`src/hdl/tsc_consts.svh`:
```
`ifndef TSC_CONSTS_SVH
`define TSC_CONSTS_SVH

// register widths
`define TSC_IR_W        4
`define TSC_CS_W        4
`define TSC_DATA_W      32
`define TSC_ADDR_W      5
`define TSC_C1_W        33
`define TSC_C2_W        38

// capture patterns and reset values
`define TSC_IR_CAPTURE  4'h1
`define TSC_CS_CAPTURE  4'h8
`define TSC_CS_RESET    4'h0

// instruction codes
`define TSC_INS_CHAIN_SEL 4'h2
`define TSC_INS_INTEST    4'hC
`define TSC_INS_IDCODE    4'hE
`define TSC_INS_BYPASS    4'hF
`define TSC_INS_RESTART   4'h4

// chain numbers
`define TSC_CHAIN_USER  4'h0
`define TSC_CHAIN_CORE  4'h1
`define TSC_CHAIN_DREG  4'h2
`define TSC_CHAIN_RSV3  4'h3
`define TSC_CHAIN_RSV4  4'h4
`define TSC_CHAIN_RSV8  4'h8

// chain field positions
`define TSC_C1_BREAK_BIT 0
`define TSC_C2_RW_BIT    37
`define TSC_C2_ADDR_MSB  36
`define TSC_C2_ADDR_LSB  32
`define TSC_C2_DATA_MSB  31

`endif

```
`src/hdl/tsc_pkg.sv`:
```
package tsc_pkg;

  // test state machine states as reported by the external controller
  typedef enum logic [3:0] {
    TSC_TLR        = 4'h0,
    TSC_IDLE       = 4'h1,
    TSC_SEL_DR     = 4'h2,
    TSC_CAPTURE_DR = 4'h3,
    TSC_SHIFT_DR   = 4'h4,
    TSC_EXIT1_DR   = 4'h5,
    TSC_PAUSE_DR   = 4'h6,
    TSC_EXIT2_DR   = 4'h7,
    TSC_UPDATE_DR  = 4'h8,
    TSC_SEL_IR     = 4'h9,
    TSC_CAPTURE_IR = 4'hA,
    TSC_SHIFT_IR   = 4'hB,
    TSC_EXIT1_IR   = 4'hC,
    TSC_PAUSE_IR   = 4'hD,
    TSC_EXIT2_IR   = 4'hE,
    TSC_UPDATE_IR  = 4'hF
  } tsc_tap_e;

  typedef struct packed {
    logic        tdo;
    logic [31:0] core_data_in;
    logic [31:0] sys_data_out;
    logic        break_to_core;
    logic        speed_req;
    logic        cause_pending;
    logic        cause_watch;
    logic [4:0]  dreg_addr;
    logic [31:0] dreg_wdata;
    logic        dreg_write;
    logic        dreg_read;
    logic        rd_pending;
    logic        test_mode;
  } tsc_core_s;

endpackage

```
`src/hdl/tsc_scan_seg.sv`:
```
`timescale 1ns/1ps

// serial stage plus parallel stage of a run of scan cells;
// bit 0 sits next to test data out, serial_in enters at the top
module tsc_scan_seg #(
  parameter int          W   = 4,
  parameter logic [W-1:0] RST = '0
) (
  // clock and reset
  input  wire logic         clk,
  input  wire logic         srst,
  // controls
  input  wire logic         capture_en,
  input  wire logic         shift_en,
  input  wire logic         update_en,
  // data
  input  wire logic         serial_in,
  input  wire logic [W-1:0] capture_val,
  output logic      [W-1:0] shift_q,
  output logic      [W-1:0] par_q
);

  typedef struct packed {
    logic [W-1:0] shift;
    logic [W-1:0] par;
  } tsc_seg_s;

  tsc_seg_s st_reg;
  tsc_seg_s st_next;

  always_comb
  begin
    st_next = st_reg;
    if (capture_en)
    begin
      st_next.shift = capture_val;
    end
    else if (shift_en)
    begin
      st_next.shift = {serial_in, st_reg.shift[W-1:1]};
    end
    if (update_en)
    begin
      st_next.par = st_reg.shift;
    end
  end

  always_ff @(posedge clk)
  begin
    if (srst)
    begin
      st_reg.shift <= '0;
      st_reg.par   <= RST;
    end
    else
    begin
      st_reg <= st_next;
    end
  end

  assign shift_q = st_reg.shift;
  assign par_q   = st_reg.par;

endmodule

```
`src/hdl/tsc_chain_regs.sv`:
```
//Contract
// - a 4-bit instruction register, no parity, is the shift path in shift-ir
// - capture-ir loads binary 0001 into the instruction register
// - instruction bits leave and enter least significant bit first
// - update-ir makes the shifted value the active instruction
// - test reset makes the identification instruction active
// - a 4-bit chain select register is the path under chain-select
// - capture-dr under chain-select loads binary 1000
// - chain select bits leave and enter least significant bit first
// - update-dr under chain-select makes the shifted number the active chain
// - active chain changes only on that update or reset; reset picks 0
// - chain 0 user, 1 core debug, 2 debug registers, 3 4 8 reserved
// - a reserved active chain shifts out only zeros
// - input cells capture system input; core gets input or update stage (chain 1 data cells here capture only core_data_out, never sys_data_in)
// - output cells capture core output; system gets output or serial stage
// - cell control comes only from active instruction and test state (here the active chain also gates the chain 1 cells)
// - chain 1 has 33 cells: data 0 to 31, then the break cell
// - break cell requests system speed in debug, drives break in test
// - first break cell capture after debug entry reports the entry cause
// - chain 2 has 38 bits: flag, address 4 to 0, data 31 to 0
// - chain 2 ignores capture-dr; bits 32 to 36 give the address
// - update-dr of chain 2 reads when bit 37 is 0, writes when 1
// - shifting and sampling happen only on clock edges with enable high (here chain 2 loads read data one edge after its update, enable or not)
`timescale 1ns/1ps
`include "tsc_consts.svh"

module tsc_chain_regs (
  // clock and reset
  input  wire logic                   clk,
  input  wire logic                   srst,
  // serial test port
  input  wire logic                   test_reset_n,
  input  wire logic                   test_clock_enable,
  input  wire tsc_pkg::tsc_tap_e      tap_state,
  input  wire logic                   test_data_in,
  output logic                        test_data_out,
  // paths kept outside this block
  input  wire logic                   other_tdo,
  input  wire logic                   user_chain_tdo,
  // core data cells
  input  wire logic [`TSC_DATA_W-1:0] core_data_out,
  input  wire logic [`TSC_DATA_W-1:0] sys_data_in,
  output logic      [`TSC_DATA_W-1:0] core_data_in,
  output logic      [`TSC_DATA_W-1:0] sys_data_out,
  // break cell and debug state
  input  wire logic                   external_break_input,
  input  wire logic                   in_debug,
  input  wire logic                   debug_entry,
  input  wire logic                   entry_watchpoint,
  output logic                        break_to_core,
  output logic                        system_speed_req,
  // debug register access
  input  wire logic [`TSC_DATA_W-1:0] dreg_rdata,
  output logic      [`TSC_ADDR_W-1:0] dreg_addr,
  output logic      [`TSC_DATA_W-1:0] dreg_wdata,
  output logic                        dreg_write,
  output logic                        dreg_read,
  // status
  output logic      [`TSC_IR_W-1:0]   active_instruction,
  output logic      [`TSC_CS_W-1:0]   active_chain,
  output logic                        scan_test_mode
);

  // ----------------------------------------------------------------
  // declarations
  // ----------------------------------------------------------------
  tsc_pkg::tsc_core_s st_reg;
  tsc_pkg::tsc_core_s st_next;

  logic                   tap_rst;
  logic                   ir_cap;
  logic                   ir_shift;
  logic                   ir_upd;
  logic [`TSC_IR_W-1:0]   ir_shf;
  logic [`TSC_IR_W-1:0]   ir_par;

  logic                   sel_cs;
  logic                   sel_test;
  logic                   sel_c1;
  logic                   sel_c2;
  logic                   dr_cap;
  logic                   dr_shift;
  logic                   dr_upd;

  logic [`TSC_CS_W-1:0]   cs_shf;
  logic [`TSC_CS_W-1:0]   cs_par;

  logic [`TSC_C1_W-1:0]   c1_cap;
  logic [`TSC_C1_W-1:0]   c1_shf;
  logic [`TSC_C1_W-1:0]   c1_par;
  logic [`TSC_DATA_W-1:0] c1_par_data;
  logic [`TSC_DATA_W-1:0] c1_shf_data;
  logic                   c1_break_cap;

  logic [`TSC_C2_W-1:0]   c2_cap;
  logic [`TSC_C2_W-1:0]   c2_shf;
  logic                   chain_rsv;

  // ----------------------------------------------------------------
  // strobes from the test state
  // ----------------------------------------------------------------
  // test reset or the reset state returns the port to its idle setup
  assign tap_rst = srst | ~test_reset_n
                 | (tap_state == tsc_pkg::TSC_TLR);

  // each of these strobes waits for an enabled edge
  assign ir_cap   = test_clock_enable
                  & (tap_state == tsc_pkg::TSC_CAPTURE_IR);
  assign ir_shift = test_clock_enable
                  & (tap_state == tsc_pkg::TSC_SHIFT_IR);
  assign ir_upd   = test_clock_enable
                  & (tap_state == tsc_pkg::TSC_UPDATE_IR);
  assign dr_cap   = test_clock_enable
                  & (tap_state == tsc_pkg::TSC_CAPTURE_DR);
  assign dr_shift = test_clock_enable
                  & (tap_state == tsc_pkg::TSC_SHIFT_DR);
  assign dr_upd   = test_clock_enable
                  & (tap_state == tsc_pkg::TSC_UPDATE_DR);

  // ----------------------------------------------------------------
  // instruction register
  // ----------------------------------------------------------------
  tsc_scan_seg #(
    .W   (`TSC_IR_W),
    .RST (`TSC_INS_IDCODE)
  ) u_ir (
    .clk         (clk),
    .srst        (tap_rst),
    .capture_en  (ir_cap),
    .shift_en    (ir_shift),
    .update_en   (ir_upd),
    .serial_in   (test_data_in),
    .capture_val (`TSC_IR_CAPTURE),
    .shift_q     (ir_shf),
    .par_q       (ir_par)
  );

  // ----------------------------------------------------------------
  // data register selection
  // ----------------------------------------------------------------
  // cell control depends only on the active instruction, the active chain and state
  assign sel_cs   = (ir_par == `TSC_INS_CHAIN_SEL);
  assign sel_test = (ir_par == `TSC_INS_INTEST);
  assign sel_c1   = sel_test & (cs_par == `TSC_CHAIN_CORE);
  assign sel_c2   = sel_test & (cs_par == `TSC_CHAIN_DREG);

  // anything but user, core and register chains scans out zeros
  assign chain_rsv = (cs_par != `TSC_CHAIN_USER)
                   & (cs_par != `TSC_CHAIN_CORE)
                   & (cs_par != `TSC_CHAIN_DREG);

  // ----------------------------------------------------------------
  // chain select register
  // ----------------------------------------------------------------
  tsc_scan_seg #(
    .W   (`TSC_CS_W),
    .RST (`TSC_CS_RESET)
  ) u_cs (
    .clk         (clk),
    .srst        (tap_rst),
    .capture_en  (dr_cap & sel_cs),
    .shift_en    (dr_shift & sel_cs),
    .update_en   (dr_upd & sel_cs),
    .serial_in   (test_data_in),
    .capture_val (`TSC_CS_CAPTURE),
    .shift_q     (cs_shf),
    .par_q       (cs_par)
  );

  // ----------------------------------------------------------------
  // chain 1: data cells then the break cell
  // ----------------------------------------------------------------
  // data bit 0 sits next to test data in, break cell next to the output
  genvar g;
  generate
    for (g = 0; g < `TSC_DATA_W; g++)
    begin : g_c1_map
      assign c1_cap[g+1]                = core_data_out[`TSC_DATA_W-1-g];
      assign c1_par_data[`TSC_DATA_W-1-g] = c1_par[g+1];
      assign c1_shf_data[`TSC_DATA_W-1-g] = c1_shf[g+1];
    end
  endgenerate

  // a pending debug entry reports its cause once, else the pin
  assign c1_break_cap = st_reg.cause_pending ? st_reg.cause_watch
                      : external_break_input;
  assign c1_cap[`TSC_C1_BREAK_BIT] = c1_break_cap;

  tsc_scan_seg #(
    .W   (`TSC_C1_W),
    .RST ('0)
  ) u_c1 (
    .clk         (clk),
    .srst        (tap_rst),
    .capture_en  (dr_cap & sel_c1),
    .shift_en    (dr_shift & sel_c1),
    .update_en   (dr_upd & sel_c1),
    .serial_in   (test_data_in),
    .capture_val (c1_cap),
    .shift_q     (c1_shf),
    .par_q       (c1_par)
  );

  // ----------------------------------------------------------------
  // chain 2: debug register access
  // ----------------------------------------------------------------
  // no capture-dr action; the load port only returns read data
  assign c2_cap = {c2_shf[`TSC_C2_RW_BIT:`TSC_C2_ADDR_LSB], dreg_rdata};

  tsc_scan_seg #(
    .W   (`TSC_C2_W),
    .RST ('0)
  ) u_c2 (
    .clk         (clk),
    .srst        (tap_rst),
    .capture_en  (st_reg.rd_pending),
    .shift_en    (dr_shift & sel_c2),
    .update_en   (1'b0),
    .serial_in   (test_data_in),
    .capture_val (c2_cap),
    .shift_q     (c2_shf),
    .par_q       ()
  );

  // ----------------------------------------------------------------
  // next state
  // ----------------------------------------------------------------
  always_comb
  begin
    st_next = st_reg;

    // serial output follows the selected path
    st_next.tdo = 1'b0;
    if (tap_state == tsc_pkg::TSC_SHIFT_IR)
    begin
      st_next.tdo = ir_shf[0];
    end
    else if (tap_state == tsc_pkg::TSC_SHIFT_DR)
    begin
      if (sel_cs)
      begin
        st_next.tdo = cs_shf[0];
      end
      else if (sel_test)
      begin
        if (chain_rsv)
        begin
          st_next.tdo = 1'b0;
        end
        else if (sel_c1)
        begin
          st_next.tdo = c1_shf[0];
        end
        else if (sel_c2)
        begin
          st_next.tdo = c2_shf[0];
        end
        else
        begin
          st_next.tdo = user_chain_tdo;
        end
      end
      else
      begin
        st_next.tdo = other_tdo;
      end
    end

    // test mode flag under internal test; chain 1 cells switch only with chain 1 active
    st_next.test_mode = sel_test;

    // input cells: core sees the update stage with chain 1 in test
    st_next.core_data_in = sel_c1 ? c1_par_data : sys_data_in;
    st_next.break_to_core = sel_c1 ? c1_par[`TSC_C1_BREAK_BIT]
                          : external_break_input;

    // output cells: system sees the serial stage with chain 1 in test
    st_next.sys_data_out = sel_c1 ? c1_shf_data : core_data_out;

    // break cell loaded with an instruction asks for system speed
    st_next.speed_req = in_debug & c1_par[`TSC_C1_BREAK_BIT];

    // entry cause held until the first break cell capture
    if (dr_cap & sel_c1)
    begin
      st_next.cause_pending = 1'b0;
    end
    if (debug_entry)
    begin
      st_next.cause_pending = 1'b1;
      st_next.cause_watch   = entry_watchpoint;
    end

    // debug register strobes last one cycle
    st_next.dreg_write = 1'b0;
    st_next.dreg_read  = 1'b0;
    st_next.rd_pending = 1'b0;
    if (dr_upd & sel_c2)
    begin
      st_next.dreg_addr =
        c2_shf[`TSC_C2_ADDR_MSB:`TSC_C2_ADDR_LSB];
      if (c2_shf[`TSC_C2_RW_BIT])
      begin
        st_next.dreg_wdata = c2_shf[`TSC_C2_DATA_MSB:0];
        st_next.dreg_write = 1'b1;
      end
      else
      begin
        st_next.dreg_read  = 1'b1;
        st_next.rd_pending = 1'b1;
      end
    end
  end

  // ----------------------------------------------------------------
  // state register
  // ----------------------------------------------------------------
  always_ff @(posedge clk)
  begin
    if (srst)
    begin
      st_reg <= '0;
    end
    else
    begin
      st_reg <= st_next;
    end
  end

  // ----------------------------------------------------------------
  // outputs
  // ----------------------------------------------------------------
  assign test_data_out      = st_reg.tdo;
  assign core_data_in       = st_reg.core_data_in;
  assign sys_data_out       = st_reg.sys_data_out;
  assign break_to_core      = st_reg.break_to_core;
  assign system_speed_req   = st_reg.speed_req;
  assign dreg_addr          = st_reg.dreg_addr;
  assign dreg_wdata         = st_reg.dreg_wdata;
  assign dreg_write         = st_reg.dreg_write;
  assign dreg_read          = st_reg.dreg_read;
  assign active_instruction = ir_par;
  assign active_chain       = cs_par;
  assign scan_test_mode     = st_reg.test_mode;

endmodule

```
`config.mk`:
```
export PLATFORM = sky130hd
export DESIGN_NAME = tsc_chain_regs
export DESIGN_NICKNAME = d
export VERILOG_FILES = /design/src/hdl/tsc_pkg.sv /design/src/hdl/tsc_scan_seg.sv /design/src/hdl/tsc_chain_regs.sv
export VERILOG_INCLUDE_DIRS = /design/src /design/src/hdl
export SDC_FILE = /design/constraint.sdc
export NUM_CORES = 1
export LEC_CHECK = 0
export BUFFER_PORTS_ARGS = -buffer_cell sky130_fd_sc_hd__buf_2
export CORE_MARGIN = 4
export CORE_UTILIZATION = 54
export DETAILED_ROUTE_END_ITERATION = 12
export PLACE_DENSITY = 0.8
export SYNTH_ARGS = -nofsm -noshare
export SYNTH_HDL_FRONTEND = slang
export SYNTH_SLANG_ARGS = --single-unit
export TNS_END_PERCENT = 10
```
`constraint.sdc`:
```
create_clock -name clk -period 2.6 [get_ports clk]
set_clock_uncertainty 0.15 [all_clocks]
set_input_delay 0.52 -clock clk [delete_from_list [all_inputs] [get_ports clk]]
set_output_delay 0.52 -clock clk [all_outputs]
set_load 0.05 [all_outputs]
```
## Yosys cells after proc, flatten, opt, wreduce, memory -nomap -nowiden

Index checks and enable logic that the tools add are counted.

- Output and inout port bits: 115
- Register bits after elaboration: 230
- Logic and storage cells: 94

- Mux-type cells: 23
- Equal/unequal tests: 12
- Reductions and logical operators: 12
- Bitwise gates (word level): 24

Operators with widths:

| operator | number |
|---|---|
| 32-bit 2-to-1 mux | 4 |
| 33-bit 2-to-1 mux | 2 |
| 4-bit == test (second input constant) | 5 |
| 1-bit bitwise AND | 19 |
| 1-bit 2-to-1 mux | 13 |
| 4-bit by 2-bit == test with 1-bit output (second input constant) | 3 |
| 2-bit nonzero test | 5 |
| 4-bit 2-to-1 mux | 2 |
| 2-bit OR reduction | 3 |
| 4-bit by 1-bit == test with 1-bit output (second input constant) | 1 |
| 4-bit by 3-bit == test with 1-bit output (second input constant) | 1 |
| 4-bit zero test | 1 |
| 2-bit 2-to-1 mux | 2 |
| 4-bit by 1-bit inequality test with 1-bit output (second input constant) | 1 |
| 4-bit by 2-bit inequality test with 1-bit output (second input constant) | 1 |
| 2-bit AND reduction | 2 |
| 4-bit nonzero test | 1 |
| 1-bit inverter | 3 |
| 1-bit bitwise OR | 2 |

## Longest topological paths before layout

Gate-level depths: netlist (run 1).

- Depth in word-level cells: 9
- Mapped depth: 8

## By module

Synthesis (run 1) repeated with hierarchy kept, for this count alone.

- Cell total of the unflattened synthesis: 1225
- Area total of the unflattened synthesis: 11671.2 um^2

By module, submodules not included:

| module | cells each | sequential area each (um^2) | times used | area an instance (um^2) |
|---|---|---|---|---|
| tsc_chain_regs | 618 | 2182.1 | 1 | 4942.2 |
| tsc_scan_seg (u_c2) | 291 | 1521.5 | 1 | 3188.1 |
| tsc_scan_seg (u_c1) | 253 | 1321.3 | 1 | 2871.5 |
| tsc_scan_seg (u_ir) | 31 | 160.2 | 1 | 341.6 |
| tsc_scan_seg (u_cs) | 32 | 160.2 | 1 | 327.8 |

## Worst setup path before layout (run 1)

Ideal clock, no wire load.

- Kind: reg2reg
- Start: reg u_ir.st_reg (netlist bit u_ir.par_q[1])
- End: reg u_cs.st_reg (netlist bit u_cs.shift_q[0])
- Setup time: 117 ps
- Path slack: 359 ps
- Clock period less this slack: 2241 ps
- Cell stages (with the launch flop): 6
- Arrival: 1974 ps
- Required time: 2333 ps
- Cells stage by stage: dfxtp_1 or4b_2 buf_2 a211oi_1 nor2_1 a22o_1

- Longest elaborated chain between the ends: 3
- Elaborated cells on any way between the ends: 4

RTL lines:

| item | RTL line | text |
|---|---|---|
| from (decl) | tsc_scan_seg.sv:28 | `tsc_seg_s st_reg;` |
| from (signal assigned) | tsc_scan_seg.sv:57 | `st_reg <= st_next;` |
| 4-bit by 2-bit == test with 1-bit output (no line) (*) | -- |  |
| 1-bit bitwise AND | tsc_chain_regs.sv:161 | `.capture_en (dr_cap & sel_cs),` |
| 2-bit OR reduction (no line) | -- |  |
| to (signal assigned) | tsc_scan_seg.sv:57 |  |
| to (decl) | tsc_scan_seg.sv:28 |  |

Every way passes the cells marked *; elsewhere a longest branch is shown, timed or not.
A chain may end at the register's enable or synchronous reset.

## Worst setup path in the final report (run 1)

- Start: reg u_cs.st_reg (netlist bit u_cs.par_q[0])
- End: reg u_c1.st_reg (netlist bit u_c1.shift_q[0])

- Longest elaborated chain between the ends: 4
- Elaborated cells on any way between the ends: 6

RTL lines:

| item | RTL line | text |
|---|---|---|
| 4-bit by 1-bit == test with 1-bit output (no line) (*) | -- |  |
| 1-bit bitwise AND (*) | tsc_chain_regs.sv:144 | `` assign sel_c1 = sel_test & (cs_par == `TSC_CHAIN_CORE); `` |
| 1-bit bitwise AND (on tied branches) | tsc_chain_regs.sv:195, tsc_chain_regs.sv:196 |  |
| 33-bit 2-to-1 mux or 2-bit nonzero test (tied branches) | -- |  |
| to (signal assigned) | tsc_scan_seg.sv:57 |  |
| to (decl) | tsc_scan_seg.sv:28 |  |

Marked as above.

==> flow_summary.html, run 1 <==
<table>
<tr><th>Metric</th><th>Value</th></tr>
<tr><th colspan="2">Run status</th></tr>
<tr><td>Status</td><td>completed</td></tr>
<tr><th colspan="2">Floorplanning</th></tr>
<tr><td>Die Span Y</td><td>141 um</td></tr>
<tr><td>Effective utilization at floorplan</td><td>0.554</td></tr>
<tr><td>Die Outline Area</td><td>20,000 um2</td></tr>
<tr><td>Horiz. Die Dim</td><td>141 um</td></tr>
<tr><td>Core Area</td><td>17,400 um2</td></tr>
<tr><td>Std-Cell Rows</td><td>48</td></tr>
<tr><td>Ports placed on the boundary</td><td>226</td></tr>
<tr><th colspan="2">Worst setup path</th></tr>
<tr><td>Crit path required time</td><td>2.83 ns</td></tr>
<tr><td>Worst-path fanout max</td><td>31</td></tr>
<tr><td>Category of the worst setup path launch point</td><td>flip-flop</td></tr>
<tr><td>Worst Path Arrival</td><td>2.36 ns</td></tr>
<tr><td>Element type at the critical path end</td><td>flip-flop</td></tr>
<tr><td>Crit Path Category</td><td>reg -&gt; reg</td></tr>
<tr><th colspan="2">Logic synthesis</th></tr>
<tr><td>Cell variety after synth</td><td>51</td></tr>
<tr><td>Syn_nets</td><td>1,278</td></tr>
<tr><td>Sequential-to-total area share from yosys stat</td><td>0.477</td></tr>
<tr><td>Instance count of the mapped netlist</td><td>1,167</td></tr>
<tr><td>Post-synth EDFFs</td><td>0</td></tr>
<tr><td>Post-Synthesis Cell Area</td><td>9610 um2</td></tr>
<tr><td>Most common flop cell mapped by yosys</td><td>sky130_fd_sc_hd__dfxtp_1</td></tr>
<tr><td>Syn_area_per_cell</td><td>8.24 um2</td></tr>
<tr><td>Number of storage elements in the synthesis netlist</td><td>229</td></tr>
<tr><td>Fraction of synthesis flops using an asynchronous set or reset pin</td><td>0</td></tr>
<tr><td>Total number of yosys warnings</td><td>0</td></tr>
<tr><th colspan="2">Routing</th></tr>
<tr><td>Routed len/inst</td><td>16.6 um</td></tr>
<tr><td>Via total after detailed routing</td><td>8,410</td></tr>
<tr><td>Wire length reported by the detailed router</td><td>24.9 mm</td></tr>
<tr><td>Drt via density</td><td>5.61</td></tr>
<tr><td>Post-detailed-route count of antenna-violating nets</td><td>0</td></tr>
<tr><td>DRC violation total after the first TritonRoute iteration</td><td>605</td></tr>
<tr><td>Pre-antenna DRT Iters</td><td>7</td></tr>
<tr><td>Number of remaining DRC errors</td><td>0</td></tr>
<tr><th colspan="2">GRT</th></tr>
<tr><td>Antenna violations before repair</td><td>3</td></tr>
<tr><td>Maximum number of pins on one net before global-route repair</td><td>67</td></tr>
<tr><td>Overall fraction of global-route tracks in use</td><td>0.237</td></tr>
<tr><td>Via count of the first global-routing pass</td><td>7,859</td></tr>
<tr><td>Overall overflow remaining after global route</td><td>0</td></tr>
<tr><td>Wire length of the first global-routing pass</td><td>39.9 mm</td></tr>
<tr><th colspan="2">Timing</th></tr>
<tr><td>Hold Vio Cnt, Final</td><td>0</td></tr>
<tr><td>Final worst-path cycle share</td><td>0.817</td></tr>
<tr><td>Normalized max-slew margin</td><td>0.522</td></tr>
<tr><td>Final setup violation count</td><td>0</td></tr>
<tr><td>RSZ-0062 raised after global routing</td><td>false</td></tr>
<tr><td>Final worst path period need</td><td>2.12 ns</td></tr>
<tr><td>Total Negative Setup Slacks</td><td>0 ns</td></tr>
<tr><td>Count of final max-slew check failures</td><td>0</td></tr>
<tr><td>Transition time at the pin with the least slew margin</td><td>0.718 ns</td></tr>
<tr><td>Fmax achieved</td><td>0.471 GHz</td></tr>
<tr><th colspan="2">Run</th></tr>
<tr><td>Max-cap violation count</td><td>0</td></tr>
<tr><th colspan="2">Placement</th></tr>
<tr><td>Post-detail-place hpwl</td><td>16.3 mm</td></tr>
<tr><td>Port bufs</td><td>225</td></tr>
<tr><td>RePlAce Congestion</td><td>0.866</td></tr>
<tr><th colspan="2">Final layout</th></tr>
<tr><td>Highest-count cells in the layout ignoring fill and taps</td><td>252 x sky130_fd_sc_hd__nand2_1, 229 x sky130_fd_sc_hd__dfxtp_1, 224 x sky130_fd_sc_hd__buf_2</td></tr>
<tr><td>Most common cell after layout, fill and taps aside</td><td>sky130_fd_sc_hd__nand2_1</td></tr>
<tr><td>Area growth from synthesis to layout</td><td>15.0%</td></tr>
<tr><td>Area of the multi-input gates</td><td>3810 um2</td></tr>
<tr><td>Layout Utilization</td><td>0.637</td></tr>
<tr><td>Count of fill cells added during filler insertion</td><td>1,473</td></tr>
<tr><td>Storage element area</td><td>4580 um2</td></tr>
<tr><td>Number of nets in the finished design</td><td>1,363</td></tr>
<tr><td>Flip-flop count of the largest register, all copies and words added</td><td>38</td></tr>
<tr><td>Ratio of cells with drive above 1 in the final layout</td><td>0.242</td></tr>
<tr><th colspan="2">Power</th></tr>
<tr><td>Leak pwr</td><td>4.61 nW</td></tr>
<tr><td>Power per standard cell area</td><td>708 nW/um2</td></tr>
<tr><td>Total design power</td><td>0.00782 W</td></tr>
<tr><td>Max IR drop VDD</td><td>0.514 mV</td></tr>
<tr><th colspan="2">Clock tree</th></tr>
<tr><td>Quantity of gates resized following cts</td><td>0</td></tr>
<tr><td>Number of H-tree levels</td><td>1</td></tr>
<tr><td>Clock-pin slew reported for the worst setup and hold paths after clock tree synthesis</td><td>0.06 ns</td></tr>
<tr><td>Buffer levels on the longest clock path</td><td>3</td></tr>
<tr><td>Root Buffer Master</td><td>sky130_fd_sc_hd__clkbuf_16</td></tr>
<tr><td>Post-CTS Setup Repair Bufs</td><td>0</td></tr>
<tr><td>TritonCTS clock tree</td><td>done</td></tr>
<tr><td>Number of clock sinks</td><td>229</td></tr>
<tr><td>Total CTS buffers</td><td>24</td></tr>
<tr><td>CTS Hold Buffers Added</td><td>0</td></tr>
<tr><td>Later-pin clock latency in the skew report</td><td>0.50 ns</td></tr>
<tr><th colspan="2">Worst hold path</th></tr>
<tr><td>Worst Hold Class</td><td>in -&gt; reg</td></tr>
</table>
-- power breakdown --
group          switching, W  internal, W  leakage, nW
Sequential        0.0000163      0.00356         1.86
Clock               0.00138      0.00232        0.423
Combinational      0.000387     0.000152         2.32
Total               0.00178      0.00604         4.61
-- cell usage after synthesis, types with 2 or more instances --
master / count / area (um2)
sky130_fd_sc_hd__o22ai_1: 15 / 93.8
sky130_fd_sc_hd__dfxtp_1: 229 / 4580
sky130_fd_sc_hd__buf_6: 2 / 22.5
sky130_fd_sc_hd__nor2_1: 28 / 105
sky130_fd_sc_hd__clkbuf_1: 64 / 240
sky130_fd_sc_hd__nand4_1: 38 / 238
sky130_fd_sc_hd__a221oi_1: 25 / 219
sky130_fd_sc_hd__mux2i_1: 31 / 310
sky130_fd_sc_hd__nor2b_1: 3 / 18.8
sky130_fd_sc_hd__nand4bb_1: 2 / 22.5
sky130_fd_sc_hd__nand2b_1: 4 / 25.0
sky130_fd_sc_hd__inv_1: 27 / 101
sky130_fd_sc_hd__a21oi_1: 181 / 906
sky130_fd_sc_hd__a22o_1: 3 / 26.3
sky130_fd_sc_hd__o21ai_0: 78 / 390
sky130_fd_sc_hd__nand2_1: 252 / 946
sky130_fd_sc_hd__a31oi_1: 8 / 50.1
sky130_fd_sc_hd__buf_2: 23 / 115
sky130_fd_sc_hd__and4_1: 2 / 17.5
sky130_fd_sc_hd__buf_1: 2 / 7.51
sky130_fd_sc_hd__nor3_1: 3 / 15.0
sky130_fd_sc_hd__a32o_1: 2 / 20.0
sky130_fd_sc_hd__and3b_1: 2 / 17.5
sky130_fd_sc_hd__o211ai_1: 2 / 15.0
sky130_fd_sc_hd__buf_4: 102 / 766
sky130_fd_sc_hd__nand3_1: 14 / 70.1
-- worst max-delay path, cell delays in order (launching register included) --
cell,delay (ns)
sky130_fd_sc_hd__dfxtp_1,0.44
sky130_fd_sc_hd__nor4b_1,0.58
sky130_fd_sc_hd__nand4_1,0.18
sky130_fd_sc_hd__buf_4,0.30
sky130_fd_sc_hd__o22ai_1,0.27
sky130_fd_sc_hd__nor2_1,0.06
-- cell families (layout without fill, tap and decap cells) --
group,after synthesis,count (layout),share of synthesized area
flip-flops,229,229,0.477
multiplexers,32,32,0.0334
AND/OR/NAND/NOR,365,365,0.171
AO/OA/AOI/OAI,321,321,0.188
buffers and inverters,220,323,0.130
other,0,3,0
-- through the flow --
stage / std cells / hold slack, ns / cell area, um2 / setup slack, ns
after global placement: 1451 / 0.288 / 10200 / 0.342
after floorplan: 1167 / 0.282 / 9610 / 0.359
after global routing: 1498 / 0.0903 / 11100 / 0.383
after detailed placement: 1451 / 0.295 / 10200 / 0.322
final: 1498 / 0.0990 / 11100 / 0.475
after CTS: 1495 / 0.0853 / 11000 / 0.467
-- per-layer routing --
metal | up-vias | wire (um) | GRT usage | share of wire
met5 | - | 0 | 0 | 0
met4 | 0 | 450 | 0.0530 | 0.018
met3 | 44 | 1910 | 0.0357 | 0.077
met2 | 349 | 11900 | 0.403 | 0.48
met1 | 3944 | 10600 | 0.322 | 0.43
li1 | 4073 | - | - | -
-- final cells by class --
type,count,area share
Timing Repair Buffer,252,0.126
Multi-Input combinational cell,718,0.344
Clock inverter,10,0.0143
Inverter,27,0.00917
Clock buffer,34,0.0651
Sequential cell,229,0.415
Tap cell,225,0.0255
Antenna cell,3,0.000679
-- final timing paths --
path	start	to	slack, ns	cells after the start
setup / recovery	u_cs.par_q[0]$_SDFFE_PP0P_	u_c1.shift_q[0]$_SDFFE_PP0P_	0.48	5
hold / removal	debug_entry	st_reg[42]$_SDFFE_PP0P_	0.1	3
setup reg to reg	u_cs.par_q[0]$_SDFFE_PP0P_	u_c1.shift_q[0]$_SDFFE_PP0P_	0.48	5
hold reg to reg	u_c1.par_q[27]$_SDFFE_PP0P_	u_c1.par_q[27]$_SDFFE_PP0P_	0.30	2
No activity file was read; power rests on OpenSTA's default activity.
==> run 2, diff against run 1 <==
--- a/config.mk
+++ b/config.mk
@@ -8,9 +8,9 @@
 export LEC_CHECK = 0
 export BUFFER_PORTS_ARGS = -buffer_cell sky130_fd_sc_hd__buf_2
 export CORE_MARGIN = 4
-export CORE_UTILIZATION = 54
+export CORE_UTILIZATION = 49
 export DETAILED_ROUTE_END_ITERATION = 12
-export PLACE_DENSITY = 0.8
+export PLACE_DENSITY = 0.77
 export SYNTH_ARGS = -nofsm -noshare
 export SYNTH_HDL_FRONTEND = slang
 export SYNTH_SLANG_ARGS = --single-unit
==> constraint.sdc (replaced) <==
create_clock -name clk -period 1.9 [get_ports clk]
set_clock_uncertainty 0.15 [all_clocks]
set_input_delay 0.38 -clock clk [delete_from_list [all_inputs] [get_ports clk]]
set_output_delay 0.38 -clock clk [all_outputs]
set_load 0.05 [all_outputs]
==> flow_summary.html, run 2 (synthesis gave the netlist of run 1 again) <==
<table>
<tr><th>Metric</th><th>Value</th></tr>
<tr><th colspan="2">Run status</th></tr>
<tr><td>Status</td><td>finished, violations left</td></tr>
<tr><td>Violations in the final reports</td><td>setup timing</td></tr>
<tr><th colspan="2">GRT</th></tr>
<tr><td>Fraction of met1 tracks used by global routing</td><td>0.321 (-0.000980)</td></tr>
<tr><td>Global routing usage on met2</td><td>0.405 (+0.00210)</td></tr>
<tr><td>Grt peak-use layer</td><td>met2</td></tr>
<tr><td>Wire length of the first global-routing pass</td><td>44.6 mm (+12%)</td></tr>
<tr><td>Via count of the first global-routing pass</td><td>8,605 (+9.5%)</td></tr>
<tr><td>Antenna violations before repair</td><td>0 (-3)</td></tr>
<tr><td>Overall overflow remaining after global route</td><td>0 (unchanged)</td></tr>
<tr><td>Maximum number of pins on one net before global-route repair</td><td>110 (+64%)</td></tr>
<tr><td>GR Util met3</td><td>0.0372 (+0.00145)</td></tr>
<tr><td>Overall fraction of global-route tracks in use</td><td>0.245 (+0.00771)</td></tr>
<tr><th colspan="2">Routing</th></tr>
<tr><td>Wire length reported by the detailed router</td><td>29.0 mm (+16%)</td></tr>
<tr><td>Post-detailed-route count of antenna-violating nets</td><td>0 (unchanged)</td></tr>
<tr><td>Pre-antenna DRT Iters</td><td>6 (-1)</td></tr>
<tr><td>Drt via density</td><td>5.57 (-0.82%)</td></tr>
<tr><td>Number of remaining DRC errors</td><td>0 (unchanged)</td></tr>
<tr><td>Via total after detailed routing</td><td>9,132 (+8.6%)</td></tr>
<tr><td>DRC violation total after the first TritonRoute iteration</td><td>835 (+38%)</td></tr>
<tr><td>Routed len/inst</td><td>17.7 um (+6.4%)</td></tr>
<tr><th colspan="2">Floorplanning</th></tr>
<tr><td>Die Outline Area</td><td>21,900 um2 (+9.6%)</td></tr>
<tr><td>Core Area</td><td>19,000 um2 (+9.6%)</td></tr>
<tr><td>Std-Cell Rows</td><td>50 (+4.2%)</td></tr>
<tr><td>Effective utilization at floorplan</td><td>0.506 (-0.0484)</td></tr>
<tr><td>Ports placed on the boundary</td><td>226 (unchanged)</td></tr>
<tr><td>Die Span Y</td><td>148 um (+4.7%)</td></tr>
<tr><td>Horiz. Die Dim</td><td>148 um (+4.7%)</td></tr>
<tr><th colspan="2">Final layout</th></tr>
<tr><td>Area of the multi-input gates</td><td>3880 um2 (+1.8%)</td></tr>
<tr><td>Ratio of cells with drive above 1 in the final layout</td><td>0.252 (+0.0106)</td></tr>
<tr><td>Number of nets in the finished design</td><td>1,472 (+8.0%)</td></tr>
<tr><td>Layout Utilization</td><td>0.649 (+0.0119)</td></tr>
<tr><td>Storage element area</td><td>4610 um2 (+0.60%)</td></tr>
<tr><td>Flip-flop count of the largest register, all copies and words added</td><td>38 (unchanged)</td></tr>
<tr><td>Most common cell after layout, fill and taps aside</td><td>sky130_fd_sc_hd__nand2_1</td></tr>
<tr><td>Highest-count cells in the layout ignoring fill and taps</td><td>250 x sky130_fd_sc_hd__nand2_1, 224 x sky130_fd_sc_hd__buf_2, 221 x sky130_fd_sc_hd__dfxtp_1</td></tr>
<tr><td>Count of fill cells added during filler insertion</td><td>1,529 (+3.8%)</td></tr>
<tr><td>Area growth from synthesis to layout</td><td>28.3%</td></tr>
<tr><th colspan="2">Clock tree</th></tr>
<tr><td>Number of H-tree levels</td><td>1 (unchanged)</td></tr>
<tr><td>TritonCTS clock tree</td><td>done</td></tr>
<tr><td>Clock-pin slew reported for the worst setup and hold paths after clock tree synthesis</td><td>0.06 ns (about the same)</td></tr>
<tr><td>Later-pin clock latency in the skew report</td><td>0.52 ns (+0.02 ns)</td></tr>
<tr><td>Number of clock sinks</td><td>229 (unchanged)</td></tr>
<tr><td>Root Buffer Master</td><td>sky130_fd_sc_hd__clkbuf_16</td></tr>
<tr><td>Buffer levels on the longest clock path</td><td>3 (unchanged)</td></tr>
<tr><td>Total CTS buffers</td><td>24 (unchanged)</td></tr>
<tr><th colspan="2">Worst setup path</th></tr>
<tr><td>Element type at the critical path end</td><td>flip-flop</td></tr>
<tr><td>Crit path required time</td><td>2.13 ns (-0.70 ns)</td></tr>
<tr><td>Worst-path fanout max</td><td>17 (-45%)</td></tr>
<tr><td>Worst Path Arrival</td><td>2.21 ns (-0.15 ns)</td></tr>
<tr><td>Largest incremental delay on the critical path</td><td>0.42 ns (-0.16 ns)</td></tr>
<tr><td>Crit Path Category</td><td>reg -&gt; reg</td></tr>
<tr><td>Crit-path cells</td><td>and4bb_2 &gt; and4_4 &gt; buf_12 &gt; a21oi_1 &gt; a221oi_1</td></tr>
<tr><td>Slowest stage cell, crit path</td><td>sky130_fd_sc_hd__a221oi_1</td></tr>
<tr><td>Category of the worst setup path launch point</td><td>flip-flop</td></tr>
<tr><th colspan="2">Timing</th></tr>
<tr><td>Final worst path period need</td><td>1.98 ns (-0.141 ns)</td></tr>
<tr><td>Fmax achieved</td><td>0.504 GHz (+7.1%)</td></tr>
<tr><td>Transition time at the pin with the least slew margin</td><td>0.528 ns (-0.190 ns)</td></tr>
<tr><td>Final worst-path cycle share</td><td>1.04 (+0.227)</td></tr>
<tr><td>Hold Vio Cnt, Final</td><td>0 (unchanged)</td></tr>
<tr><td>Count of final max-slew check failures</td><td>0 (unchanged)</td></tr>
<tr><td>Hold slack final</td><td>0.0216 ns (-0.0774 ns)</td></tr>
<tr><td>Final setup margin</td><td>-0.0837 ns (-0.559 ns)</td></tr>
<tr><td>Normalized max-slew margin</td><td>0.648 (+0.126)</td></tr>
<tr><td>RSZ-0062 raised after global routing</td><td>true</td></tr>
<tr><td>Final setup violation count</td><td>1 (+1)</td></tr>
<tr><th colspan="2">Power</th></tr>
<tr><td>Total design power</td><td>0.0105 W (+34%)</td></tr>
<tr><td>Leak pwr</td><td>5.13 nW (+11%)</td></tr>
<tr><td>Power per standard cell area</td><td>847 nW/um2 (+20%)</td></tr>
<tr><td>Max IR drop VDD</td><td>0.555 mV (+8.0%)</td></tr>
<tr><th colspan="2">Run</th></tr>
<tr><td>Max-cap violation count</td><td>0 (unchanged)</td></tr>
<tr><th colspan="2">Placement</th></tr>
<tr><td>Post-detail-place hpwl</td><td>16.7 mm (+2.2%)</td></tr>
<tr><td>Port bufs</td><td>225 (unchanged)</td></tr>
<tr><td>RePlAce Congestion</td><td>0.828 (-4.5%)</td></tr>
<tr><td>Setup slack at placement</td><td>-0.0876 ns (-0.409 ns)</td></tr>
<tr><th colspan="2">Worst hold path</th></tr>
<tr><td>Worst Hold Class</td><td>in -&gt; reg</td></tr>
</table>
run 2: final cells by class:
type | instances | share of cell area
timing repair buffer | 361 | 0.213
antenna | 1 | 0.000203
sequential | 229 | 0.374
clock inverter | 9 | 0.00680
tap | 260 | 0.0264
inverter | 27 | 0.00822
multi-input combinational | 718 | 0.314
clock buffer | 35 | 0.0570
run 2: power by group:
part | total [W] | switching (W) | internal, W
Clock | 0.00463 | 0.00191 | 0.00271
Combinational | 0.000932 | 0.000581 | 0.000350
Sequential | 0.00489 | 0.0000236 | 0.00487
run 2: path summary, 6_finish.rpt:
check	from	to	slack, ns	depth (start not counted)
min reg2reg	u_c1.par_q[2]$_SDFFE_PP0P_	u_c1.par_q[2]$_SDFFE_PP0P_	0.30	2
min	dreg_rdata[15]	u_c2.shift_q[15]$_SDFFE_PP0P_	0.02	3
max reg2reg	u_ir.par_q[1]$_SDFFE_PP1P_	u_c2.shift_q[14]$_SDFFE_PP0P_	-0.08	5
max	u_ir.par_q[1]$_SDFFE_PP1P_	u_c2.shift_q[14]$_SDFFE_PP0P_	-0.08	5
run 2: timing repair:
item,CTS,global route
pin swaps,2,8
setup buffers,1,0
cloned,1,1
setup endpoints to repair,10,25
resized for setup,2,16
hold buffers,91,0
endpoints found under the hold margin,95,0
run 2: metal layers:
| layer | wire, um | up-vias |
|---|---|---|
| li1 | - | 4290 |
| met5 | 0 | - |
| met3 | 2210 | 106 |
| met2 | 13700 | 488 |
| met4 | 1390 | 0 |
| met1 | 11700 | 4248 |
run 2: metrics by stage:
step | area, um2 | setup TNS [ns] | instances
finish | 12300 | -0.0837 | 1640
global route | 12300 | -0.218 | 1639
floorplan | 9660 | -0.814 | 1167
global placement | 10500 | -1.86 | 1501
CTS | 12300 | 0 | 1638
detailed placement | 10500 | -3.89 | 1501
run 2: critical path, delay by kind of cell (launching register included):
family | cells | cell delay (ns)
AND/OR/NAND/NOR | 2 | 0.65
flip-flops | 1 | 0.36
buffers and inverters | 1 | 0.16
AO/OA/AOI/OAI | 2 | 0.52
